### src/hdl/umc_pkg.sv
// ****************************************************************************
// Shared constants for the modem control and loopback block
// ****************************************************************************
package umc_pkg;

  // Register byte addresses (word aligned on the 32-bit bus)
  localparam logic [7:0] LINE_CTRL_OFS     = 8'h0C;  // Line control, index 03h
  localparam logic [7:0] HS_CTRL_OFS       = 8'h10;  // Line handshake control, index 04h
  localparam logic [7:0] MODEM_STAT_OFS    = 8'h18;  // Modem status, index 06h
  localparam logic [7:0] EVT_STAT_OFS      = 8'h20;  // Sticky event status
  localparam logic [7:0] EVT_CLR_OFS       = 8'h24;  // Event clear, write only
  localparam logic [7:0] EVT_EN_OFS        = 8'h28;  // Event enable
  localparam logic [7:0] IRQ_EN_OFS        = 8'h2C;  // Interrupt enable (rx, tx, modem)

  // Handshake control field positions
  localparam int HS_DTR_BIT   = 0;
  localparam int HS_RTS_BIT   = 1;
  localparam int HS_AUX1_BIT  = 2;
  localparam int HS_AUX2_BIT  = 3;
  localparam int HS_LOOP_BIT  = 4;
  localparam int HS_WIDTH     = 5;
  localparam logic [HS_WIDTH-1:0] HS_CTRL_RST = 5'h00;

  // Line control word length field
  localparam int LC_WLEN_LSB  = 0;
  localparam int LC_WLEN_W    = 2;
  localparam logic [7:0] LINE_CTRL_RST = 8'h00;

  // Event status bit positions
  localparam int EV_MSR_BIT   = 0;  // Modem status change
  localparam int EV_RX_BIT    = 1;  // Character received
  localparam int EV_TX_BIT    = 2;  // Character sent
  localparam int EV_WIDTH     = 3;

  // Word length codes
  typedef enum logic [1:0] {
    WLEN_5 = 2'b00,
    WLEN_6 = 2'b01,
    WLEN_7 = 2'b10,
    WLEN_8 = 2'b11
  } umc_wlen_t;

endpackage : umc_pkg

### src/hdl/umc_sync.sv
`timescale 1ns/1ns
`default_nettype none
// ****************************************************************************
// Three-stage pin synchroniser, change accepted when stages two and three agree
// ****************************************************************************
module umc_sync #(
  parameter int W = 5
) (
  input  wire logic         ref_clk_i,
  input  wire logic         rstn_i,
  input  wire logic [W-1:0] async_i,
  input  wire logic [W-1:0] rst_val_i,
  output var  logic [W-1:0] sync_o
);
  logic [W-1:0] s1_ff;   // Metastability stage, read only by s2
  logic [W-1:0] s2_ff;   // Second stage
  logic [W-1:0] s3_ff;   // Third stage
  logic [W-1:0] out_ff;  // Filtered level
  logic         init_ff; // Loads reset value once after release

  // Shift chain; constants under reset, pins idle high
  always_ff @(posedge ref_clk_i or negedge rstn_i) begin
    if (!rstn_i) begin
      s1_ff <= '1;
      s2_ff <= '1;
      s3_ff <= '1;
    end else begin
      s1_ff <= async_i;
      s2_ff <= s1_ff;
      s3_ff <= s2_ff;
    end
  end

  // Per-bit agreement filter
  always_ff @(posedge ref_clk_i or negedge rstn_i) begin
    if (!rstn_i) begin
      out_ff  <= '1;
      init_ff <= 1'b0;
    end else begin
      init_ff <= 1'b1;
      for (int i = 0; i < W; i++) begin
        if (!init_ff) begin
          out_ff[i] <= rst_val_i[i];
        end else if (s2_ff[i] == s3_ff[i]) begin
          out_ff[i] <= s3_ff[i];
        end
      end
    end
  end

  assign sync_o = out_ff;

  initial begin
    if (W < 1) $error("umc_sync: width must be at least one");
  end
endmodule : umc_sync
`default_nettype wire

### src/hdl/umc_top.sv
`timescale 1ns/1ns
`default_nettype none
module umc_top (
  input  wire logic                  ref_clk_i,
  input  wire logic                  rstn_i,
  // Avalon-MM slave
  input  wire logic [7:0]            avs_address_i,
  input  wire logic                  avs_read_i,
  input  wire logic                  avs_write_i,
  input  wire logic [31:0]           avs_writedata_i,
  input  wire logic [3:0]            avs_byteenable_i,
  output var  logic [31:0]           avs_readdata_o,
  output logic                       avs_waitrequest_o,
  output var  logic                  avs_response_err_o,
  // Serial path to and from the transmit and receive shifters
  input  wire logic                  tsr_out_i,
  input  wire logic                  tx_idle_i,
  input  wire logic                  rx_pin_i,
  output logic                       ser_tx_o,
  output logic                       rsr_in_o,
  output logic [1:0]                 word_len_o,
  output logic [3:0]                 data_bits_o,
  // Character events from the shifters (same clock)
  input  wire logic                  rx_char_i,
  input  wire logic                  tx_char_i,
  // Active-low handshake pins
  input  wire logic                  clear_to_send_n_i,
  input  wire logic                  set_ready_n_i,
  input  wire logic                  ring_indicator_n_i,
  input  wire logic                  carrier_detect_n_i,
  output logic                       request_to_send_n_o,
  output logic                       terminal_ready_n_o,
  // Interrupt pin as two signals, plus level event interrupt
  output logic                       irq_o,
  output logic                       irq_oe_o,
  output logic                       evt_irq_o
);
  import umc_pkg::*;

  // ****************************************************************************
  // Bus slave
  // ****************************************************************************
  logic [HS_WIDTH-1:0] hs_ctrl_ff;    // Handshake control bits 4:0
  logic [7:0]          line_ctrl_ff;  // Line control byte
  logic [3:0]          msr_delta_ff;  // Modem status change bits
  logic [3:0]          msr_prev_ff;   // Last seen modem status (active high)
  logic [EV_WIDTH-1:0] evt_stat_ff;   // Sticky events
  logic [EV_WIDTH-1:0] evt_en_ff;     // Event enables
  logic [2:0]          irq_en_ff;     // Rx, tx, modem interrupt enables
  logic                ack_ff;        // One wait state, then release
  logic [31:0]         nxt_rdata;     // Read mux result
  logic                addr_ok;       // Address hits a register
  logic                wr_take;       // Write committed this edge
  logic                rd_take;       // Read committed this edge
  logic [3:0]          msr_now;       // Modem status source, active high
  logic [3:0]          pins_sync_n;   // Synchronised handshake pins
  logic                rx_sync;       // Synchronised receive pin
  logic                msr_change;    // Any modem input changed
  logic                loop_on;       // Loopback active

  // Every access stalls one cycle so read data comes from a flip-flop
  assign avs_waitrequest_o = (avs_read_i | avs_write_i) & ~ack_ff;
  assign wr_take = avs_write_i & ack_ff;
  assign rd_take = avs_read_i & ack_ff;
  assign loop_on = hs_ctrl_ff[HS_LOOP_BIT];

  // Handshake timing: ack raised one cycle after request appears
  always_ff @(posedge ref_clk_i or negedge rstn_i) begin
    if (!rstn_i) begin
      ack_ff <= 1'b0;
    end else begin
      ack_ff <= (avs_read_i | avs_write_i) & ~ack_ff;
    end
  end

  // Address decode
  always_comb begin
    case (avs_address_i)
      LINE_CTRL_OFS, HS_CTRL_OFS, MODEM_STAT_OFS, EVT_STAT_OFS,
      EVT_CLR_OFS, EVT_EN_OFS, IRQ_EN_OFS: addr_ok = 1'b1;
      default: addr_ok = 1'b0;
    endcase
  end

  // Read mux; reserved bits read zero
  always_comb begin
    nxt_rdata = 32'h0000_0000;
    case (avs_address_i)
      LINE_CTRL_OFS:  nxt_rdata[7:0] = line_ctrl_ff;
      HS_CTRL_OFS:    nxt_rdata[HS_WIDTH-1:0] = hs_ctrl_ff;
      MODEM_STAT_OFS: nxt_rdata[7:0] = {msr_now, msr_delta_ff};
      EVT_STAT_OFS:   nxt_rdata[EV_WIDTH-1:0] = evt_stat_ff;
      EVT_EN_OFS:     nxt_rdata[EV_WIDTH-1:0] = evt_en_ff;
      IRQ_EN_OFS:     nxt_rdata[2:0] = irq_en_ff;
      default:        nxt_rdata = 32'h0000_0000;
    endcase
  end

  // Read data and error response registered at the stalled edge, one cycle before the accepting edge
  always_ff @(posedge ref_clk_i or negedge rstn_i) begin
    if (!rstn_i) begin
      avs_readdata_o     <= 32'h0000_0000;
      avs_response_err_o <= 1'b0;
    end else if ((avs_read_i | avs_write_i) & ~ack_ff) begin
      avs_readdata_o     <= nxt_rdata;
      avs_response_err_o <= ~addr_ok;
    end
  end

  // ****************************************************************************
  // Control registers
  // ****************************************************************************
  // Handshake control; bits 7:5 are not stored at all
  always_ff @(posedge ref_clk_i or negedge rstn_i) begin
    if (!rstn_i) begin
      hs_ctrl_ff <= HS_CTRL_RST;
    end else if (wr_take && avs_address_i == HS_CTRL_OFS && avs_byteenable_i[0]) begin
      hs_ctrl_ff <= avs_writedata_i[HS_WIDTH-1:0];
    end
  end

  // Line control; only word length drives logic here
  always_ff @(posedge ref_clk_i or negedge rstn_i) begin
    if (!rstn_i) begin
      line_ctrl_ff <= LINE_CTRL_RST;
    end else if (wr_take && avs_address_i == LINE_CTRL_OFS && avs_byteenable_i[0]) begin
      line_ctrl_ff <= avs_writedata_i[7:0];
    end
  end

  // Enables
  always_ff @(posedge ref_clk_i or negedge rstn_i) begin
    if (!rstn_i) begin
      evt_en_ff <= '0;
      irq_en_ff <= 3'h0;
    end else if (wr_take && avs_byteenable_i[0]) begin
      if (avs_address_i == EVT_EN_OFS) evt_en_ff <= avs_writedata_i[EV_WIDTH-1:0];
      if (avs_address_i == IRQ_EN_OFS) irq_en_ff <= avs_writedata_i[2:0];
    end
  end

  // ****************************************************************************
  // Word length
  // ****************************************************************************
  // Data bit count only; start, parity and stop are framed by the shifters
  always_comb begin
    case (umc_wlen_t'(line_ctrl_ff[LC_WLEN_LSB +: LC_WLEN_W]))
      WLEN_5:  data_bits_o = 4'h5;
      WLEN_6:  data_bits_o = 4'h6;
      WLEN_7:  data_bits_o = 4'h7;
      WLEN_8:  data_bits_o = 4'h8;
      default: data_bits_o = 4'h8;
    endcase
  end
  assign word_len_o = line_ctrl_ff[LC_WLEN_LSB +: LC_WLEN_W];

  // ****************************************************************************
  // Pins and loopback
  // ****************************************************************************
  umc_sync #(
    .W (5)
  ) u_sync (
    .ref_clk_i (ref_clk_i),
    .rstn_i    (rstn_i),
    .async_i   ({rx_pin_i, carrier_detect_n_i, ring_indicator_n_i, set_ready_n_i, clear_to_send_n_i}),
    .rst_val_i ({5{1'b1}}),  // Idle-high start; never load raw pins unsynchronised
    .sync_o    ({rx_sync, pins_sync_n})
  );

  // Serial data: mark while looped, shifter straight into receiver
  assign ser_tx_o = loop_on ? 1'b1 : tsr_out_i;
  assign rsr_in_o = loop_on ? tsr_out_i : rx_sync;

  // Modem status order {dcd, ri, dsr, cts}; pins ignored in loopback
  always_comb begin
    if (loop_on) begin
      msr_now = {hs_ctrl_ff[HS_AUX2_BIT], hs_ctrl_ff[HS_AUX1_BIT],
                 hs_ctrl_ff[HS_DTR_BIT], hs_ctrl_ff[HS_RTS_BIT]};
    end else begin
      msr_now = ~pins_sync_n;
    end
  end

  // Outputs forced inactive in loopback
  assign request_to_send_n_o = loop_on | ~hs_ctrl_ff[HS_RTS_BIT];
  assign terminal_ready_n_o  = loop_on | ~hs_ctrl_ff[HS_DTR_BIT];

  // ****************************************************************************
  // Modem status change tracking
  // ****************************************************************************
  assign msr_change = |(msr_now ^ msr_prev_ff);

  // Delta bits: new change wins over the clearing read
  always_ff @(posedge ref_clk_i or negedge rstn_i) begin
    if (!rstn_i) begin
      msr_prev_ff  <= 4'h0;
      msr_delta_ff <= 4'h0;
    end else begin
      msr_prev_ff <= msr_now;
      if (rd_take && avs_address_i == MODEM_STAT_OFS) begin
        msr_delta_ff <= msr_now ^ msr_prev_ff;
      end else begin
        msr_delta_ff <= msr_delta_ff | (msr_now ^ msr_prev_ff);
      end
    end
  end

  // ****************************************************************************
  // Events and interrupts
  // ****************************************************************************
  // Sticky events; set wins over a write-one clear
  always_ff @(posedge ref_clk_i or negedge rstn_i) begin
    if (!rstn_i) begin
      evt_stat_ff <= '0;
    end else begin
      for (int i = 0; i < EV_WIDTH; i++) begin
        if (wr_take && avs_address_i == EVT_CLR_OFS && avs_byteenable_i[0] && avs_writedata_i[i]) begin
          evt_stat_ff[i] <= 1'b0;
        end
      end
      if (msr_change) evt_stat_ff[EV_MSR_BIT] <= 1'b1;
      if (rx_char_i)  evt_stat_ff[EV_RX_BIT]  <= 1'b1;
      if (tx_char_i)  evt_stat_ff[EV_TX_BIT]  <= 1'b1;
    end
  end

  assign evt_irq_o = |(evt_stat_ff & evt_en_ff);

  // Serial port interrupt: rx/tx/modem gated by enables, pin driven only with aux two
  assign irq_o    = (irq_en_ff[0] & evt_stat_ff[EV_RX_BIT]) |
                    (irq_en_ff[1] & evt_stat_ff[EV_TX_BIT]) |
                    (irq_en_ff[2] & (|msr_delta_ff));
  assign irq_oe_o = hs_ctrl_ff[HS_AUX2_BIT];
endmodule : umc_top
`default_nettype wire

### config.mk
export PLATFORM = sky130hd
export DESIGN_NAME = umc_top
export DESIGN_NICKNAME = d
export VERILOG_FILES = /design/src/hdl/umc_pkg.sv /design/src/hdl/umc_sync.sv /design/src/hdl/umc_top.sv
export SDC_FILE = /design/constraint.sdc
export NUM_CORES = 1
export LEC_CHECK = 0
export ABC_AREA = 1
export BUFFER_PORTS_ARGS = -buffer_cell sky130_fd_sc_hd__buf_2
export CAP_MARGIN = 15
export CORE_ASPECT_RATIO = 0.9
export CORE_UTILIZATION = 50
export CTS_BUF_LIST = sky130_fd_sc_hd__clkbuf_4 sky130_fd_sc_hd__clkbuf_8 sky130_fd_sc_hd__clkbuf_16
export CTS_CLUSTER_SIZE = 16
export DETAILED_ROUTE_END_ITERATION = 10
export PLACE_DENSITY = 0.86
export SLEW_MARGIN = 20
export SYNTH_ARGS = -nofsm -noshare
export SYNTH_HDL_FRONTEND = slang
export SYNTH_SLANG_ARGS = --single-unit
### constraint.sdc
create_clock -name ref_clk_i -period 2 [get_ports ref_clk_i]
set_clock_uncertainty 0.1 [all_clocks]
set_input_delay 0 -clock ref_clk_i [delete_from_list [all_inputs] [get_ports ref_clk_i]]
set_output_delay 0 -clock ref_clk_i [all_outputs]
set_load 0.02 [all_outputs]
==> results.sh, run 1 <==
export IMPL_status="finished, final reports clean"
export IMPL_ys_types=31
export IMPL_clkLatencyLatePin_ns=0.34
export IMPL_cts_buffers=9
export IMPL_met3_usage_pct=5.48
export IMPL_rr_endpoint="evt_stat_ff[0]"
export IMPL_root_buffer="clkbuf_8"
export IMPL_worst_slack_ns=0.113
export IMPL_slowest_delay_ns=0.56
export IMPL_synth_top_area_share_pct=34.4
export IMPL_min_period_ns=1.89
export IMPL_synth_avg_cell_area_um2=9.17
export IMPL_antenna_found_initial=0
export IMPL_start_util_pct=52.0
export IMPL_maxSlewViolCount=0
export IMPL_cp_start_kind="input pin"
export IMPL_clockBufferDepth=2
export IMPL_cts_sinks=61
export IMPL_drive_gt1_share_pct=30.4
export IMPL_place_congestion=0.871
export IMPL_synth_area_leader_cell="dfrtp_1"
export IMPL_viasPerCell=4.96
export IMPL_grtUsageMet2_pct=34.9
export IMPL_crit_path_end="avs_readdata_o[2]"
export IMPL_drtIter0Drc=129
export IMPL_postSynthCellCount=325
export IMPL_core_area_mm2=0.00573
export IMPL_cp_required_ns=2.13
export IMPL_synthArstFlopShare_pct=100
export IMPL_startpoint="avs_read_i"
export IMPL_hpwl_mm=4.20
export IMPL_hold_violations=0
export IMPL_die_w_um=83.4
export IMPL_peakVddDrop_mv=0.521
export IMPL_use_met1_pct=25.5
export IMPL_grt_max_degree=34
export IMPL_io_pins=104
export IMPL_synth_area_leaders="dfrtp_1, dfstp_2, nand2_1"
export IMPL_synth_edf_count=0
export IMPL_synth_yosys_seq_area_share_pct=52.1
export IMPL_cts_max_level=3
export IMPL_numPortBuffers=51
export IMPL_dp_slack_ns=0.474
export IMPL_reg2regPathDepth=5
export IMPL_cts_tree="built"
export IMPL_postCtsSetupRepairBufs=0
export IMPL_hold_slack_ns=0.0160
export IMPL_total_power_mw=2.77
export IMPL_cp_slowest_cell="dlygate4sd3_1"
export IMPL_synthFlopType="dfrtp_1"
export IMPL_relSlewSlack_pct=55.4
export IMPL_p_leak_nw=1.77
export IMPL_drt_first_pass_iters=5
export IMPL_path_class="input pin to flip-flop"
export IMPL_yosys_warnings=0
export IMPL_grt_busiest_layer="met2"
export IMPL_chipHeight_um=75.2
export IMPL_arrival_ns=2.02
export IMPL_design_die_area_mm2=0.00627
export IMPL_wl_mm=5.96
export IMPL_final_area_mm2=0.00358
export IMPL_vias=2353
export IMPL_maxCapViolCount=0
export IMPL_placementRows=26
export IMPL_finalNetCount=460
export IMPL_synth_seq_cells=61
export IMPL_path_clk_slew_ns=0.07
export IMPL_max_freq_mhz=530
export IMPL_setup_viol=0
export IMPL_crit_chain="dlygate4sd3_1 > buf_2 > nor2_1 > dlygate4sd3_1 > nor2_2 > buf_4 > nand2_1 > nor2_1 > a21oi_1"
export IMPL_grt_pass1_vias=2196
export IMPL_end_kind="flip-flop"
export IMPL_ant_nets=0
export IMPL_antennaDiodeCount=0
export IMPL_area_growth_syn_to_layout_pct=20.2
export IMPL_rsz0062_at_grt="false"
export IMPL_hold_path_class="input pin to flip-flop"
export IMPL_critPathMaxFanout=10
export IMPL_grt_ovfl_total=0
export IMPL_routedWlPerCell_um=12.6
export IMPL_period_share_pct=94.4
export IMPL_worstMarginPinSlew_ns=0.669
export IMPL_gr_usage_all_layers_pct=20.8
export IMPL_grt_pass1_wl_mm=9.93
export IMPL_worstHoldPathCells=5
export IMPL_dpl_cell_area_mm2=0.00319
export IMPL_setup_tns_ns=0
export IMPL_drc=0
export IMPL_ys_top_cells_by_count="nand2_1, dfrtp_1, nand3_1"
export IMPL_rrSetupSlack_ns=0.45
export IMPL_syn_area_mm2=0.00298
export IMPL_yosysMostFrequentCell="nand2_1"
export IMPL_power_per_cell_area_mw_per_mm2=775
export IMPL_r2r_start="hs_ctrl_ff[4]"
where the power goes:
part	internal, mW	total [mW]	switching (mW)
registers	1.31	1.35	0.0367
logic	0.122	0.351	0.229
clock network	0.570	1.08	0.507
total	2.00	2.77	0.772
final cells by class:
| class | instances | area [um2] |
|---|---|---|
| Multi-Input combinational cell | 223 | 1150 |
| Timing Repair Buffer | 72 | 473 |
| Clock buffer | 11 | 163 |
| Clock inverter | 5 | 37.5 |
| Tap cell | 70 | 87.6 |
| Sequential cell | 61 | 1550 |
| Inverter | 32 | 120 |
| Fill cell | 463 | 2140 |
kinds of logic after synthesis:
| group | after synthesis | share of synthesized area (%) |
|---|---|---|
| other cells | 2 | 0.252 |
| buf+inv | 64 | 12.3 |
| flops | 61 | 52.1 |
| xor+xnor | 4 | 1.18 |
| simple gates | 145 | 22.8 |
| compound gates | 45 | 9.74 |
| fa+ha+maj | 4 | 1.68 |
per-stage QoR:
stage / utilization (%) / cells
2_1_floorplan: - / 348
3_3_place_gp: 55.7 / 439
3_5_place_dp: 55.7 / 439
4_1_cts: 62.5 / 474
5_1_grt: 62.5 / 474
6_report: 62.5 / 474
routing by layer:
layer  vias up  wire [um]
met3        11        413
met5         -          0
met1      1082       2560
met4         0         91
li1       1149          -
met2       111       2900
flip-flops by register name, indices dropped and copies added (netlist names):
| name | cells |
|---|---|
| avs_readdata_o | 8 |
| line_ctrl_ff | 8 |
| hs_ctrl_ff | 5 |
| u_sync.s1_ff | 5 |
| u_sync.s2_ff | 5 |
| u_sync.s3_ff | 5 |
| u_sync.sync_o | 5 |
| msr_delta_ff | 4 |
| msr_prev_ff | 4 |
| evt_en_ff | 3 |
| evt_stat_ff | 3 |
| irq_en_ff | 3 |
| ack_ff | 1 |
| avs_response_err_o | 1 |
| u_sync.init_ff | 1 |
worst min-delay path by stage:
stage / from / to / slack [ns]
CTS: avs_byteenable_i[0] / evt_en_ff[1] / 0.01
floorplan: rstn_i / ack_ff / -0.40
global placement: rstn_i / line_ctrl_ff[0] / -0.04
finish: avs_byteenable_i[0] / evt_en_ff[2] / 0.02
detailed placement: rstn_i / line_ctrl_ff[1] / -0.03
global route: avs_address_i[2] / evt_stat_ff[0] / 0.07
worst max-delay path: cells and delay by family:
family,cells,cell delay [ns]
simple gates,4,0.50
compound gates,1,0.08
buf+inv,4,1.44
repair_timing:
item | in CTS | in global routing
hold endpoints to repair | 59 | 0
hold buffers | 19 | 0
gates resized for setup | 0 | 0
layout by cell type, fill, tap and decap left out, types with 4 or more instances in the layout:
cell type,n
nor2_4,4
ha_1,4
buf_2,51
dlygate4sd3_1,19
conb_1,25
nand3_1,32
nand2_1,73
o21ai_2,12
nor2_2,4
nor2_1,16
dfrtp_1,41
dfstp_2,20
o21ai_0,11
o21ai_1,10
inv_1,30
nand2_2,7
xnor2_1,4
clkbuf_8,10
Power figures use the tool's default switching activity.
==> inputs of run 2 (changes only) <==
--- a/config.mk
+++ b/config.mk
@@ -14,6 +14,7 @@
 export CTS_CLUSTER_SIZE = 16
 export DETAILED_ROUTE_END_ITERATION = 10
 export PLACE_DENSITY = 0.86
+export RECOVER_POWER = 25
 export SLEW_MARGIN = 20
 export SYNTH_ARGS = -nofsm -noshare
 export SYNTH_HDL_FRONTEND = slang
==> results.sh, run 2 (same netlist as run 1, synthesis figures left out) <==
export IMPL_status="finished, violations left"
export IMPL_violations="capacitance limit, slew limit"
export IMPL_worstMarginPinSlew_ns=1.61
export IMPL_relSlewSlack_pct=-7.49
export IMPL_cp_slowest_cell="dlygate4sd3_1"
export IMPL_placementRows=26
export IMPL_clockBufferDepth=2
export IMPL_rsz0062_at_grt="false"
export IMPL_setup_tns_ns=0
export IMPL_postCtsSetupRepairBufs=0
export IMPL_antenna_found_initial=0
export IMPL_hold_path_class="input pin to flip-flop"
export IMPL_setup_viol=0
export IMPL_routedWlPerCell_um=12.6
export IMPL_crit_chain="dlygate4sd3_1 > buf_2 > nor2_1 > dlygate4sd3_1 > nor2_2 > buf_4 > nand2_1 > nor2_1 > a21oi_1"
export IMPL_path_class="input pin to flip-flop"
export IMPL_peakVddDrop_mv=0.519
export IMPL_min_period_ns=1.89
export IMPL_antennaDiodeCount=0
export IMPL_drt_first_pass_iters=5
export IMPL_cp_required_ns=2.13
export IMPL_cts_max_level=3
export IMPL_maxSlewViolCount=29
export IMPL_grt_ovfl_total=0
export IMPL_comb_power_share_pct=12.7
export IMPL_design_die_area_mm2=0.00627
export IMPL_clkLatencyLatePin_ns=0.34
export IMPL_power_per_cell_area_mw_per_mm2=775
export IMPL_io_pins=104
export IMPL_period_share_pct=94.4
export IMPL_hpwl_mm=4.20
export IMPL_cts_resized=0
export IMPL_internal_power_mw=2.00
export IMPL_area_growth_syn_to_layout_pct=20.2
export IMPL_cp_start_kind="input pin"
export IMPL_drtIter0Drc=127
export IMPL_hold_violations=0
export IMPL_end_kind="flip-flop"
export IMPL_ant_nets=0
export IMPL_gr_usage_all_layers_pct=20.8
export IMPL_numPortBuffers=51
export IMPL_switchingPower_mw=0.773
export IMPL_die_w_um=83.4
export IMPL_critPathMaxFanout=10
export IMPL_power_clock_fraction_pct=38.8
export IMPL_wl_mm=5.98
export IMPL_grt_pass1_wl_mm=9.93
export IMPL_path_clk_slew_ns=0.07
export IMPL_final_common_cell="nand2_1"
export IMPL_fillers=464
export IMPL_vias=2359
export IMPL_hold_buffers=19
export IMPL_slowest_delay_ns=0.56
export IMPL_total_power_mw=2.77
export IMPL_reg_largest_list="avs_readdata_o (8), line_ctrl_ff (8)"
export IMPL_place_congestion=0.871
export IMPL_arrival_ns=2.02
export IMPL_cts_sinks=61
export IMPL_cts_tree="built"
export IMPL_grt_pass1_vias=2196
export IMPL_switching_share_pct=27.9
export IMPL_start_util_pct=52.0
export IMPL_maxCapViolCount=1
export IMPL_viasPerCell=4.98
export IMPL_drive_gt1_share_pct=29.0
export IMPL_seqPwrFrac_pct=48.5
export IMPL_core_area_mm2=0.00573
export IMPL_finalNetCount=460
export IMPL_instances_no_fill=474
export IMPL_p_leak_nw=1.77
export IMPL_dp_cells=439
export IMPL_chipHeight_um=75.2
export IMPL_grt_max_degree=34
export IMPL_max_freq_mhz=530
export IMPL_drc=0
export IMPL_root_buffer="clkbuf_8"
export IMPL_cts_buffers=9
export IMPL_final_cell_mix="nand2_1, buf_2, dfrtp_1"
## run 2: power groups by stage
stage	registers, mW	clock network [mW]	logic (mW)
final	1.34	1.08	0.351
after detailed placement	1.37	0	0.322
after global placement	1.37	0	0.312
after floorplan	1.39	0	0.211
after global routing	1.35	1.15	0.384
after CTS	1.35	1.10	0.353
## run 2: per-stage QoR
stage	setup WS [ns]	util, %	area (um2)	hold slack [ns]
after floorplan	0.712	-	3070	-0.396
after global placement	0.480	55.7	3190	-0.0369
after detailed placement	0.474	55.7	3190	-0.0306
after CTS	0.126	62.5	3580	0.0145
after global routing	0.0335	62.5	3580	0.0715
final	0.112	62.5	3580	0.0164
## run 2: critical path, delay by kind of cell
family,cells,cell delay [ns]
buffers and inverters,4,1.44
and+or+nand+nor,4,0.50
AOI/OAI and AO/OA,1,0.08
## run 2: layout make-up
cell class | count | area (um2) | area share [%]
repair buffers | 72 | 472 | 13.2
inverters | 32 | 120 | 3.36
multi-input cells | 223 | 1150 | 32.1
flip-flops and latches | 61 | 1550 | 43.3
well taps | 70 | 87.6 | 2.45
clock inverters | 5 | 37.5 | 1.05
clock buffers | 11 | 163 | 4.54
## run 2: worst paths after layout
kind                       slack [ns]                  to  cells past startpoint                start
hold reg to reg                  0.26     u_sync.s2_ff[0]                      0      u_sync.s1_ff[0]
min in group asynchronous        0.49     line_ctrl_ff[1]                      2               rstn_i
hold / removal                   0.02        evt_en_ff[2]                      5  avs_byteenable_i[0]
setup / recovery                 0.11   avs_readdata_o[2]                      9           avs_read_i
max in group asynchronous        0.36  avs_response_err_o                      2               rstn_i
setup reg to reg                 0.44      evt_stat_ff[0]                      5        hs_ctrl_ff[4]
## run 2: layer usage
| layer | GRT usage (%) | part of all wire, % |
|---|---|---|
| met2 | 34.9 | 49 |
| met3 | 5.48 | 6.9 |
| met1 | 25.5 | 43 |
| met5 | 0 | 0 |
| met4 | 10.9 | 1.5 |
